## src/design/pcrc_pkg.sv

```systemverilog
// package: register map, field positions and reset values of the crc block
package pcrc_pkg;
    localparam int ADDR_W = 4;
    localparam logic [3:0] OFF_CTRL = 4'h0;
    localparam logic [3:0] OFF_POLY = 4'h2;
    localparam logic [3:0] OFF_DATA = 4'h4;
    localparam logic [3:0] OFF_RESULT = 4'h6;
    localparam int CTRL_IDLE_STOP = 13;
    localparam int CTRL_COUNT_HI = 12;
    localparam int CTRL_COUNT_LO = 8;
    localparam int CTRL_FULL = 7;
    localparam int CTRL_EMPTY = 6;
    localparam int CTRL_GO = 4;
    localparam int CTRL_LEN_HI = 3;
    localparam int CTRL_LEN_LO = 0;
    localparam logic [15:0] POLY_RESET = 16'h0000;
    localparam logic [3:0] LEN_RESET = 4'h0;
    localparam logic [3:0] LEN_SHALLOW_MAX = 4'h7;
    localparam logic [4:0] DEPTH_SHALLOW = 5'h10;
    localparam logic [4:0] DEPTH_DEEP = 5'h08;
    localparam logic [15:0] POLY_TAP_MASK = 16'hFFFE;
    typedef enum logic [1:0] {
        PCRC_IDLE = 2'b00,
        PCRC_SHIFT = 2'b01
    } pcrc_state_t;
endpackage : pcrc_pkg

```

## src/design/pcrc_lfsr.sv

```systemverilog
// linear feedback shift register stepping one bit per cycle with clk_en and step set and clear low
`timescale 1ns/1ps
module pcrc_lfsr (
    // clock and reset
    input wire logic core_clk,
    input wire logic rstn,
    input wire logic clk_en,
    // control
    input wire logic step,
    input wire logic din,
    input wire logic clear,
    input wire logic [3:0] len,
    input wire logic [15:0] poly,
    // result
    output logic [15:0] crc
);
    logic [15:0] crc_q;
    logic [15:0] crc_d;
    logic fb;

    always_comb begin
        // feedback from the top stage at the programmed length
        fb = crc_q[len] ^ din;
        crc_d = 16'h0000;
        for (int i = 0; i < 16; i++) begin
            if (i == 0) begin
                crc_d[i] = fb;
            end else if (i <= int'(len)) begin
                crc_d[i] = crc_q[i-1] ^ (fb & poly[i]);
            end
        end
    end

    always_ff @(posedge core_clk) begin
        if (!rstn) begin
            crc_q <= 16'h0000;
        end else if (clk_en) begin
            if (clear) begin
                crc_q <= 16'h0000;
            end else if (step) begin
                crc_q <= crc_d;
            end
        end
    end

    assign crc = crc_q;
endmodule : pcrc_lfsr

```

## src/design/pcrc_top.sv

```systemverilog
// programmable crc generator with word fifo and register port
//
// Operation
// - taps from term bits, length from field
// - x^0 always applied, x^(length+1) implicit
// - fifo eight deep above seven, else sixteen
// - data words are length plus one bits
// - count increments when word is written
// - shift while go set and count nonzero
// - count decrements after word lsb shifted
// - full at depth, empty at zero
// - write when full rolls count to zero
// - event when count goes one to zero
// - sleep freezes state, resumes later
// - idle stop bit makes idle like sleep
// - clearing go stops only once empty
// - length field in control bits 3:0
// - count, idle stop, full, empty positions
`timescale 1ns/1ps
module pcrc_top #(
    parameter int DEPTH_MAX = 16
) (
    // clock and reset
    input wire logic core_clk,
    input wire logic rstn,
    input wire logic clk_en,
    // power state
    input wire logic sleep_req,
    input wire logic idle_req,
    // register port
    input wire logic [3:0] reg_addr,
    input wire logic [15:0] reg_wdata,
    input wire logic reg_wr,
    input wire logic reg_rd,
    output logic [15:0] reg_rdata,
    // event
    output logic drain_event
);
    logic [15:0] poly_q;
    logic [3:0] len_q;
    logic go_q;
    logic idle_stop_q;
    logic [4:0] count_q;
    logic [3:0] rd_ptr_q;
    logic [3:0] wr_ptr_q;
    logic [3:0] bit_q;
    logic [15:0] mem_q [DEPTH_MAX];
    logic [15:0] reg_rdata_q;
    logic drain_q;
    pcrc_pkg::pcrc_state_t state_q;
    logic run;
    logic wr_data;
    logic shifting;
    logic word_done;
    logic [4:0] depth;
    logic full;
    logic empty;
    logic [15:0] crc;
    logic [15:0] cur_word;

    function automatic logic hit(input logic [3:0] a, input logic [3:0] o);
        hit = (a == o);
    endfunction : hit

    // circular pointer step, wraps at the depth in force now
    function automatic logic [3:0] ptr_next(
            input logic [3:0] p,
            input logic [4:0] dep);
        ptr_next = (5'(p) + 5'h01 == dep) ? 4'h0 : p + 4'h1;
    endfunction : ptr_next

    // sleep or stopped idle freezes fifo and shifter; a drain event already out still clears next cycle
    assign run = clk_en && !sleep_req && !(idle_req && idle_stop_q);
    // length above seven halves the fifo since words are wider
    assign depth = (len_q > pcrc_pkg::LEN_SHALLOW_MAX)
        ? pcrc_pkg::DEPTH_DEEP : pcrc_pkg::DEPTH_SHALLOW;
    assign full = (count_q == depth);
    assign empty = (count_q == 5'h00);
    assign wr_data = reg_wr && hit(reg_addr, pcrc_pkg::OFF_DATA);
    // go cleared while words remain keeps running until empty
    assign shifting = (state_q == pcrc_pkg::PCRC_SHIFT) && !empty;
    assign cur_word = mem_q[rd_ptr_q];
    assign word_done = shifting && (bit_q == len_q);

    // control and polynomial registers
    always_ff @(posedge core_clk) begin
        if (!rstn) begin
            poly_q <= pcrc_pkg::POLY_RESET;
            len_q <= pcrc_pkg::LEN_RESET;
            go_q <= 1'b0;
            idle_stop_q <= 1'b0;
        end else if (clk_en) begin
            if (reg_wr && hit(reg_addr, pcrc_pkg::OFF_CTRL)) begin
                len_q <= reg_wdata[pcrc_pkg::CTRL_LEN_HI:
                    pcrc_pkg::CTRL_LEN_LO];
                go_q <= reg_wdata[pcrc_pkg::CTRL_GO];
                idle_stop_q <= reg_wdata[pcrc_pkg::CTRL_IDLE_STOP];
            end
            if (reg_wr && hit(reg_addr, pcrc_pkg::OFF_POLY)) begin
                poly_q <= reg_wdata & pcrc_pkg::POLY_TAP_MASK;
            end
        end
    end

    // shifter state
    always_ff @(posedge core_clk) begin
        if (!rstn) begin
            state_q <= pcrc_pkg::PCRC_IDLE;
        end else if (run) begin
            if (go_q) begin
                state_q <= pcrc_pkg::PCRC_SHIFT;
            end else if (empty) begin
                state_q <= pcrc_pkg::PCRC_IDLE;
            end
        end
    end

    // fifo storage, whole 16-bit write kept, low length+1 bits used
    always_ff @(posedge core_clk) begin
        if (run && wr_data) begin
            mem_q[wr_ptr_q] <= reg_wdata;
        end
    end

    // pointers, bit index and word count
    always_ff @(posedge core_clk) begin
        if (!rstn) begin
            count_q <= 5'h00;
            rd_ptr_q <= 4'h0;
            wr_ptr_q <= 4'h0;
            bit_q <= 4'h0;
        end else if (run) begin
            if (wr_data && full) begin
                // overflow discards everything, no drain event follows
                count_q <= 5'h00;
                rd_ptr_q <= 4'h0;
                wr_ptr_q <= 4'h0;
                bit_q <= 4'h0;
            end else begin
                if (wr_data && !word_done) begin
                    count_q <= count_q + 5'h01;
                end else if (word_done && !wr_data) begin
                    count_q <= count_q - 5'h01;
                end
                if (wr_data) begin
                    wr_ptr_q <= ptr_next(wr_ptr_q, depth);
                end
                if (word_done) begin
                    bit_q <= 4'h0;
                    rd_ptr_q <= ptr_next(rd_ptr_q, depth);
                end else if (shifting) begin
                    bit_q <= bit_q + 4'h1;
                end
            end
        end
    end

    // drain event: one pulse when count steps from one to zero
    always_ff @(posedge core_clk) begin
        if (!rstn) begin
            drain_q <= 1'b0;
        end else if (clk_en) begin
            drain_q <= run && word_done && !wr_data
                && (count_q == 5'h01);
        end
    end

    // msb first into the engine
    pcrc_lfsr u_lfsr (
        .core_clk(core_clk),
        .rstn(rstn),
        .clk_en(run),
        .step(shifting),
        .din(cur_word[len_q - bit_q]),
        .clear(1'b0),
        .len(len_q),
        .poly(poly_q),
        .crc(crc)
    );

    // read data one cycle after the strobe, zero elsewhere
    always_ff @(posedge core_clk) begin
        if (!rstn) begin
            reg_rdata_q <= 16'h0000;
        end else if (clk_en) begin
            reg_rdata_q <= 16'h0000;
            if (reg_rd) begin
                unique case (reg_addr)
                    pcrc_pkg::OFF_CTRL: begin
                        reg_rdata_q <= {2'b00, idle_stop_q, count_q,
                            full, empty, 1'b0, go_q, len_q};
                    end
                    pcrc_pkg::OFF_POLY: reg_rdata_q <= poly_q;
                    pcrc_pkg::OFF_DATA: reg_rdata_q <= crc;
                    pcrc_pkg::OFF_RESULT: reg_rdata_q <= crc;
                    default: reg_rdata_q <= 16'h0000;
                endcase
            end
        end
    end

    assign reg_rdata = reg_rdata_q;
    assign drain_event = drain_q;

    a_count_bound: assert property (@(posedge core_clk) disable iff (!rstn)
        count_q <= 5'h10)
        else $error("word count above sixteen");
    a_wrap_zero: assert property (@(posedge core_clk) disable iff (!rstn)
        run && wr_data && full |=> count_q == 5'h00)
        else $error("overflow write did not clear count");
    a_drain_pulse: assert property (@(posedge core_clk) disable iff (!rstn)
        run && word_done && !wr_data && count_q == 5'h01
        |=> drain_event && empty)
        else $error("drain event missing");
    a_no_event: assert property (@(posedge core_clk) disable iff (!rstn)
        drain_event |-> $past(count_q) == 5'h01)
        else $error("spurious drain event");
    a_count_up: assert property (@(posedge core_clk) disable iff (!rstn)
        run && wr_data && !full && !word_done
        |=> count_q == $past(count_q) + 5'h01)
        else $error("count did not increment");
    a_count_down: assert property (@(posedge core_clk) disable iff (!rstn)
        run && word_done && !wr_data
        |=> count_q == $past(count_q) - 5'h01)
        else $error("count did not decrement");
    a_freeze_sleep: assert property (@(posedge core_clk) disable iff (!rstn)
        clk_en && sleep_req |=> $stable(count_q) && $stable(bit_q))
        else $error("state moved during sleep");
    a_depth_sel: assert property (@(posedge core_clk) disable iff (!rstn)
        len_q > 4'h7 |-> depth == 5'h08)
        else $error("wrong depth for long polynomial");
    a_run_on: assert property (@(posedge core_clk) disable iff (!rstn)
        run && !go_q && !empty && state_q == pcrc_pkg::PCRC_SHIFT
        |=> state_q == pcrc_pkg::PCRC_SHIFT)
        else $error("shifter stopped before empty");
    a_go_start: assert property (@(posedge core_clk) disable iff (!rstn)
        run && go_q |=> state_q == pcrc_pkg::PCRC_SHIFT)
        else $error("shifter did not start on go");

    a_idle_hold: assert property (@(posedge core_clk) disable iff (!rstn)
        clk_en && idle_req && idle_stop_q
        |=> $stable(count_q) && $stable(state_q))
        else $error("state moved in stopped idle");

    a_idle_run: assert property (@(posedge core_clk) disable iff (!rstn)
        clk_en && idle_req && !idle_stop_q && !sleep_req |-> run)
        else $error("idle froze with stop bit clear");

    a_poly_bit0: assert property (@(posedge core_clk) disable iff (!rstn)
        poly_q[0] == 1'b0)
        else $error("constant term stored in term register");

    a_poly_write: assert property (@(posedge core_clk) disable iff (!rstn)
        clk_en && reg_wr && reg_addr == pcrc_pkg::OFF_POLY
        |=> poly_q == ($past(reg_wdata) & pcrc_pkg::POLY_TAP_MASK))
        else $error("term register write lost");

    a_ctrl_count: assert property (@(posedge core_clk) disable iff (!rstn)
        clk_en && reg_rd && reg_addr == pcrc_pkg::OFF_CTRL
        |=> reg_rdata[12:8] == $past(count_q))
        else $error("count field misplaced in control read");

    a_rdata_zero: assert property (@(posedge core_clk) disable iff (!rstn)
        clk_en && !reg_rd |=> reg_rdata == 16'h0000)
        else $error("read data outside its cycle");

    a_wrap_ptrs: assert property (@(posedge core_clk) disable iff (!rstn)
        run && wr_data && full
        |=> rd_ptr_q == 4'h0 && wr_ptr_q == 4'h0)
        else $error("overflow left pointers");

    a_wrap_quiet: assert property (@(posedge core_clk) disable iff (!rstn)
        run && wr_data && full |=> !drain_event)
        else $error("overflow raised a drain event");

    // no step means the engine must hold, so a stray step is caught
    a_lfsr_hold: assert property (@(posedge core_clk) disable iff (!rstn)
        !(run && shifting) |=> $stable(crc))
        else $error("engine moved without a shift");

    a_bit_range: assert property (@(posedge core_clk) disable iff (!rstn)
        shifting |-> bit_q <= len_q)
        else $error("bit index beyond word length");

    c_full: cover property (@(posedge core_clk) disable iff (!rstn) full);
    c_word: cover property (@(posedge core_clk) disable iff (!rstn)
        word_done);
    c_idle_stop: cover property (@(posedge core_clk) disable iff (!rstn)
        clk_en && idle_req && idle_stop_q);
    c_drain: cover property (@(posedge core_clk) disable iff (!rstn)
        drain_event);
    c_wrap: cover property (@(posedge core_clk) disable iff (!rstn)
        run && wr_data && full);
endmodule : pcrc_top

```

## config.mk

```make
export PLATFORM = sky130hd
export DESIGN_NAME = pcrc_top
export DESIGN_NICKNAME = d
export VERILOG_FILES = /design/src/design/pcrc_pkg.sv /design/src/design/pcrc_lfsr.sv /design/src/design/pcrc_top.sv
export SDC_FILE = /design/constraint.sdc
export NUM_CORES = 1
export LEC_CHECK = 0
export ABC_CLOCK_PERIOD_IN_PS = 6240
export BUFFER_PORTS_ARGS = -buffer_cell sky130_fd_sc_hd__buf_2
export CAP_MARGIN = 10
export CORE_ASPECT_RATIO = 0.5
export CORE_UTILIZATION = 60
export DETAILED_ROUTE_END_ITERATION = 7
export PLACE_DENSITY = 0.77
export REMOVE_ABC_BUFFERS = 1
export SLEW_MARGIN = 10
export SYNTH_ARGS = -nofsm -noshare
export SYNTH_HDL_FRONTEND = slang
export SYNTH_SLANG_ARGS = --single-unit
```

## constraint.sdc

```tcl
create_clock -name core_clk -period 6.24 [get_ports core_clk]
set_input_delay 0.312 -clock core_clk [delete_from_list [all_inputs] [get_ports core_clk]]
set_output_delay 0.312 -clock core_clk [all_outputs]
set_load 0.01 [all_outputs]
```

==> Word level (Yosys, flattened, before mapping) <==
Memories as Yosys holds them, arrays and structs flattened. A register that Yosys moved wholly into a read port is not among the register bits.
Index checks and enable logic that the tools add are counted.
W data, S select, Z words.
{ "classes": {"n_div": 0, "n_addsub": 8, "multipliers": 0, "n_bitwise": 31, "shift": 0, "magnitude_cmp": 18, "n_reduce_logical": 36, "muxes": 40, "n_eq_ne": 9} }
{ "ops": {"columns": ["operator", "count"], "rows": [
  ["$pmux W16 S3", 1],
  ["$mux W4", 11],
  ["$le A4 B4 Y1 const A", 8],
  ["$mux W5", 4],
  ["$mux W1", 19],
  ["$le A3 B4 Y1 const A", 4],
  ["$mux W16", 1],
  ["$reduce_and A2 Y1", 8],
  ["$xor A1 B1 Y1", 16],
  ["$and A1 B1 Y1", 15],
  ["$eq A5 B5 Y1", 3],
  ["$logic_and A1 B1 Y1", 15],
  ["$add A4 B1 Y4 const B", 3],
  ["$add A4 B1 Y5 const B", 2],
  ["$lt A4 B5 Y1 const B", 2],
  ["$bmux W1 S4", 2],
  ["$eq A4 B3 Y1 const B", 2],
  ["$le A2 B4 Y1 const A", 2],
  ["$reduce_bool A2 Y1", 3],
  ["$reduce_bool A3 Y1", 2],
  ["$add A5 B1 Y5 const B", 1],
  ["$eq A5 B1 Y1 const B", 1],
  ["$logic_not A1 Y1", 5],
  ["$logic_not A5 Y1", 1],
  ["other kinds (10)", 11]
]} }
{ "word_totals": {"ramBits": 256, "in_bits": 27, "regBits": 73, "wordCells": 155, "latch_bits": 0, "output_inout_bits": 17, "memories": 1, "romBits": 0} }
{ "mem_list": {"columns": ["memory", "depth", "word_bits", "read_ports", "rd_clocked_by_memory_dff", "write_ports", "line", "source"], "rows": [
  ["mem_q", 16, 16, 1, 1, 1, "pcrc_top.sv:47", "logic [15:0] mem_q [DEPTH_MAX];"]
]} }

==> Depth between registers and ports, before layout <==
{ "logic_depth": {"ltp_word": 8, "depth_mapped": 16, "ltp_nobuf": 12} }

==> Cells and area by module <==
Synthesis repeated with hierarchy kept, for this count alone.
{ "unflattened": {"hier_cells": 923, "area_unflattened_um2": 14086.0} }
{ "modules_own_cells": {"columns": ["mod", "instances", "seq_area_each_um2", "area_per_inst_um2", "cells_each"], "rows": [
  ["pcrc_top", 1, 8888.5, 12981.2, 796],
  ["pcrc_lfsr", 1, 320.3, 1104.8, 127]
]} }

==> Worst setup path before layout <==
OpenSTA, ideal clock, no wires.
{ "synth_timing": {"path_type": "register to register", "start": "register len_q[0]", "end": "register u_lfsr.crc_q[12], in the netlist u_lfsr.crc[12]", "n_path_buf": 4, "period_less_slack_ps": 3352, "t_arrival_ps": 3273, "setup_ps": 79, "required_ps": 6161, "path_slack_ps": 2888, "path_stages_with_launch": 16, "path_cell_list": "dfxtp_1 > clkbuf_1 > clkbuf_1 > inv_1 > ha_1 > inv_1 > fa_1 > clkbuf_1 > nor2_1 > a21boi_0 > a2111oi_2 > a22o_1 > nor3_2 > buf_2 > o2111ai_1 > o211ai_1"} }
{ "synth_via": {"elab_chain_len": 7, "word_cells_on_any_way": 10, "cone_classes": "add/sub: 1; order compare: 1; mux: 5; bitwise: 3"} }
{ "synth_lines": {"columns": ["item", "line", "source"], "rows": [
  ["from (decl)", "pcrc_top.sv:40", "logic [3:0] len_q;"],
  ["from (signal assigned)", "pcrc_top.sv:89", "len_q <= pcrc_pkg::LEN_RESET;"],
  ["from (signal assigned)", "pcrc_top.sv:94", "len_q <= reg_wdata[pcrc_pkg::CTRL_LEN_HI:"],
  ["$sub A4 B4 Y4", "pcrc_top.sv:174", ".din(cur_word[len_q - bit_q]),"],
  ["$bmux W1 S4", "pcrc_top.sv:174", null],
  ["$mux W1 (not written as such)", "pcrc_top.sv:174", null],
  ["$xor A1 B1 Y1", "pcrc_lfsr.sv:23", "fb = crc_q[len] ^ din;"],
  ["$and A1 B1 Y1", "pcrc_lfsr.sv:29", "crc_d[i] = crc_q[i-1] ^ (fb & poly[i]);"],
  ["$xor A1 B1 Y1", "pcrc_lfsr.sv:29", null],
  ["$mux W1 (*)", "pcrc_lfsr.sv:28", "end else if (i <= int'(len)) begin"],
  ["to (signal assigned)", "pcrc_lfsr.sv:41", "crc_q <= crc_d;"],
  ["to (decl)", "pcrc_lfsr.sv:17", "logic [15:0] crc_q;"]
]} }
Every way passes the cells marked *; elsewhere a longest branch is shown, timed or not. The select of a mux whose other input is x is not followed.
A chain may end at the register's enable or synchronous reset.

==> Final worst setup path <==
{ "layout_timing": {"start": "register len_q[0]", "end": "register u_lfsr.crc_q[5], in the netlist u_lfsr.crc[5]"} }
Same word-level chain as after synthesis.

==> impl_metrics.csv <==
group,metric,value,unit
run_status,run_status,"finished, final reports clean",
timing,setup_viol,0,
worst_setup_path,crit_chain,"inv_1 > ha_1 > inv_1 > fa_1 > nor2_1 > a21boi_0 > a2111oi_2 > a22o_1 > nor3_2 > o21ai_1 > a221o_1",
worst_setup_path,critPathKind,"reg -> reg",
clocking,cts_sinks,332,
logic_synthesis,synthCells,963,
placed_design,dpl.hpwl,20400,um
grt,grt_antenna_before_repair,0,
drt,routed_wirelength,33700,um
timing,fmax,226,MHz
floorplanning,io_pins,44,
logic_synthesis,yosysSeqAreaShare,0.652,
run,drv_cap,0,
grt,grt_pass1_wl,52000,um
layout,area_growth,10.8,%
timing,min_period,4.42,ns
min_path,hold_start,"reg_wdata[7]",
power_and_ir_drop,p_leak,4.96,nW
timing,hold_violations,0,
floorplanning,row_count,39,
logic_synthesis,synth_area_per_cell,14.7,um^2
power_and_ir_drop,p_sw,0.834,mW
power_and_ir_drop,intPower,3.47,mW
timing,maxSlewViolCount,0,
layout,nets,1044,
clocking,clock_latency,0.55,ns
logic_synthesis,ys_warn_count,0,
worst_setup_path,crit_start,"len_q[0]",
clocking,cts_tree,"yes",
clocking,cts_root_buf,"clkbuf_16",
worst_setup_path,cp-start-kind,"flip-flop",
power_and_ir_drop,clkPwrFrac,0.432,
floorplanning,core,0.0229,mm^2
drt,wl_per_cell,25.3,um
logic_synthesis,synth_ff_type,"edfxtp_1",
min_path,hp-class,"in -> reg",
drt,drt_iter0_markers,1208,
power_and_ir_drop,p_per_area,275,mW/mm^2
logic_synthesis,synthMuxAreaShare,0.124,
placed_design,port_buffers,43,
worst_setup_path,cp-end-kind,"flip-flop",
layout,drive_above_1_share,0.202,
worst_setup_path,cp_slowest_cell,"nor3_2",
drt,drcViolationCount,0,
power_and_ir_drop,pwr-share-comb,0.016,
floorplanning,fp.dieW,219,um
clocking,cts.clk_slew.worst_paths,0.07,ns
logic_synthesis,synth_compound_area_frac,0.0822,
timing,period_share,0.709,
timing,fin_tns_setup,0,ns
worst_setup_path,crit_family,"compound AO/OA/AOI/OAI gates",
worst_setup_path,critPathMaxStageDelay,0.80,ns
logic_synthesis,synth_top_area_share,0.545,
logic_synthesis,synth_area,0.0141,mm^2
grt,track_usage,0.290,
worst_setup_path,critPathMostFrequentCell,"inv_1",
floorplanning,fp.dieH,110,um
timing,max_slew_margin,0.216,
logic_synthesis,ys_top_cells_by_area,"edfxtp_1, dfxtp_1, mux4_2",
drt,antenna_left,0,
timing,worst_pin_slew,1.17,ns
clocking,post_cts_resized,0,
grt,grt_pass1_vias,8679,
clocking,postCtsHoldBufs,0,
logic_synthesis,synthAdderAreaFrac,0.0129,
worst_setup_path,critPathRequiredTime,6.68,ns
timing,fin_worst_skew,0.0136,ns
drt,dr.pass1.iters,5,
worst_setup_path,cp.arrival,4.86,ns
power_and_ir_drop,p_seq_frac,0.552,
clocking,clock_path_buffers,3,
clocking,numCtsBuffers,28,
logic_synthesis,ys_async_sr_fraction,0,
layout,antenna_cells,0,
logic_synthesis,ys_ff_latch,332,
drt,avgViaCountPerCell,6.60,
drt,num_vias,8793,
worst_setup_path,path_max_fanout,15,
clocking,post_cts.repair.setup_buffers,0,
worst_setup_path,path_buf_inv,2,
grt,grt-ovfl-total,0,
grt,grt_max_degree,54,
placed_design,gp_congestion,0.881,
logic_synthesis,synth-simple-area-share,0.0939,
floorplanning,initial_utilization,0.616,
floorplanning,die_area,0.0242,mm^2
logic_synthesis,synth_edf_count,256,
logic_synthesis,synth_top_area_cell,"edfxtp_1",
logic_synthesis,synth_top_family_by_area,"multiplexers",
clocking,cts_max_level,1,
power_and_ir_drop,ir_drop,0.000209,V
worst_setup_path,timing.rr.start,"len_q[0]",
timing,rsz0062_at_grt,"false",
power_and_ir_drop,swShare,0.194,
layout,final_util,0.682,
logic_synthesis,synth_xor_area_frac,0.00558,
logic_synthesis,synth_cell_types,64,
-- kinds of logic (layout without fill, tap and decap cells) --
group	count (synthesis)	in the layout
flops	332	332
simple gates	259	259
xor+xnor	9	9
compound gates	167	167
fa+ha+maj	14	14
buf+inv	89	151
mux	93	93
-- cells in the final DEF, fill, tap and decap left out, types with 7 or more instances in the layout --
cell and count:
a222oi_1 11, o21ai_0 16, a21oi_1 34, a21boi_0 19, o211ai_1 13, edfxtp_1 256, nand3b_1 8, o22ai_1 19
nand2_1 74, ha_1 13, dfxtp_1 74, clkbuf_16 29, nand4_1 10, nor2b_1 24, nor3_1 7, mux4_2 65
a22oi_1 21, clkbuf_1 7, buf_2 43, nor2_2 12, nand3_1 17, and2_1 24, buf_4 22, mux2i_1 22
inv_1 34, nor2_1 41
-- path summary, 6_finish.rpt --
| path | end | slack, ns | depth (start not counted) |
|---|---|---|---|
| setup reg to reg | u_lfsr.crc[5] | 1.82 | 11 |
| hold reg to reg | poly_q[13] | 0.50 | 2 |
| hold / removal | mem_q[13][7] | 0.15 | 1 |
| setup / recovery | u_lfsr.crc[5] | 1.82 | 11 |
-- cell type report --
cell class | instances | area, um^2
Clock buffer | 38 | 779
Inverter | 34 | 128
Tap cell | 307 | 384
Clock inverter | 14 | 194
Multi-Input combinational cell | 542 | 4570
Fill cell | 1514 | 7290
Sequential cell | 332 | 9210
Timing Repair Buffer | 65 | 380
-- power groups by stage --
stage	Sequential, mW	Combinational (mW)	Clock [mW]
3_5_place_dp	2.43	0.0690	0
2_1_floorplan	2.43	0.0203	0
6_report	2.38	0.0703	1.86
4_1_cts	2.38	0.0692	1.87
3_3_place_gp	2.43	0.0656	0
5_1_grt	2.38	0.0755	1.95
-- state kept, by name, summed over array words and instances (netlist names), named ones only --
name / flops
go_q: 1
state_q: 1
len_q: 4
bit_q: 4
poly_q: 15
u_lfsr.crc: 16
count_q: 5
idle_stop_q: 1
wr_ptr_q: 4
mem_q: 256
drain_event: 1
rd_ptr_q: 4
reg_rdata: 16
-- through the flow --
stage / power (mW) / area (um^2) / cells / hold WS (ns) / worst slack, ns
2_1_floorplan: 2.45 / 13800 / 908 / 0.411 / 1.47
6_report: 4.31 / 15600 / 1332 / 0.150 / 1.82
5_1_grt: 4.40 / 15600 / 1332 / 0.143 / 1.64
3_3_place_gp: 2.49 / 14700 / 1280 / 0.481 / 2.14
4_1_cts: 4.31 / 15600 / 1332 / 0.133 / 1.94
3_5_place_dp: 2.50 / 14700 / 1280 / 0.493 / 1.97
-- synthesized netlist by cell type, types with 11 or more instances --
library cell / n
edfxtp_1: 256
dfxtp_1: 76
nand2_1: 74
mux4_2: 65
nor2_1: 53
a21oi_1: 34
inv_1: 34
clkbuf_1: 31
and2_1: 24
nor2b_1: 24
mux2i_1: 22
a22oi_1: 21
a21boi_0: 19
o22ai_1: 19
nand3_1: 17
o21ai_0: 16
buf_2: 13
ha_1: 13
o211ai_1: 13
a222oi_1: 11
nor3_1: 11
-- layer usage --
metal  routed length (um)  global-route usage
met5                    0                   0
met4                  577              0.0588
met3                 3760              0.0559
met2                15600               0.440
met1                13800               0.440
Note: power is estimated with default switching activity, not from simulation.
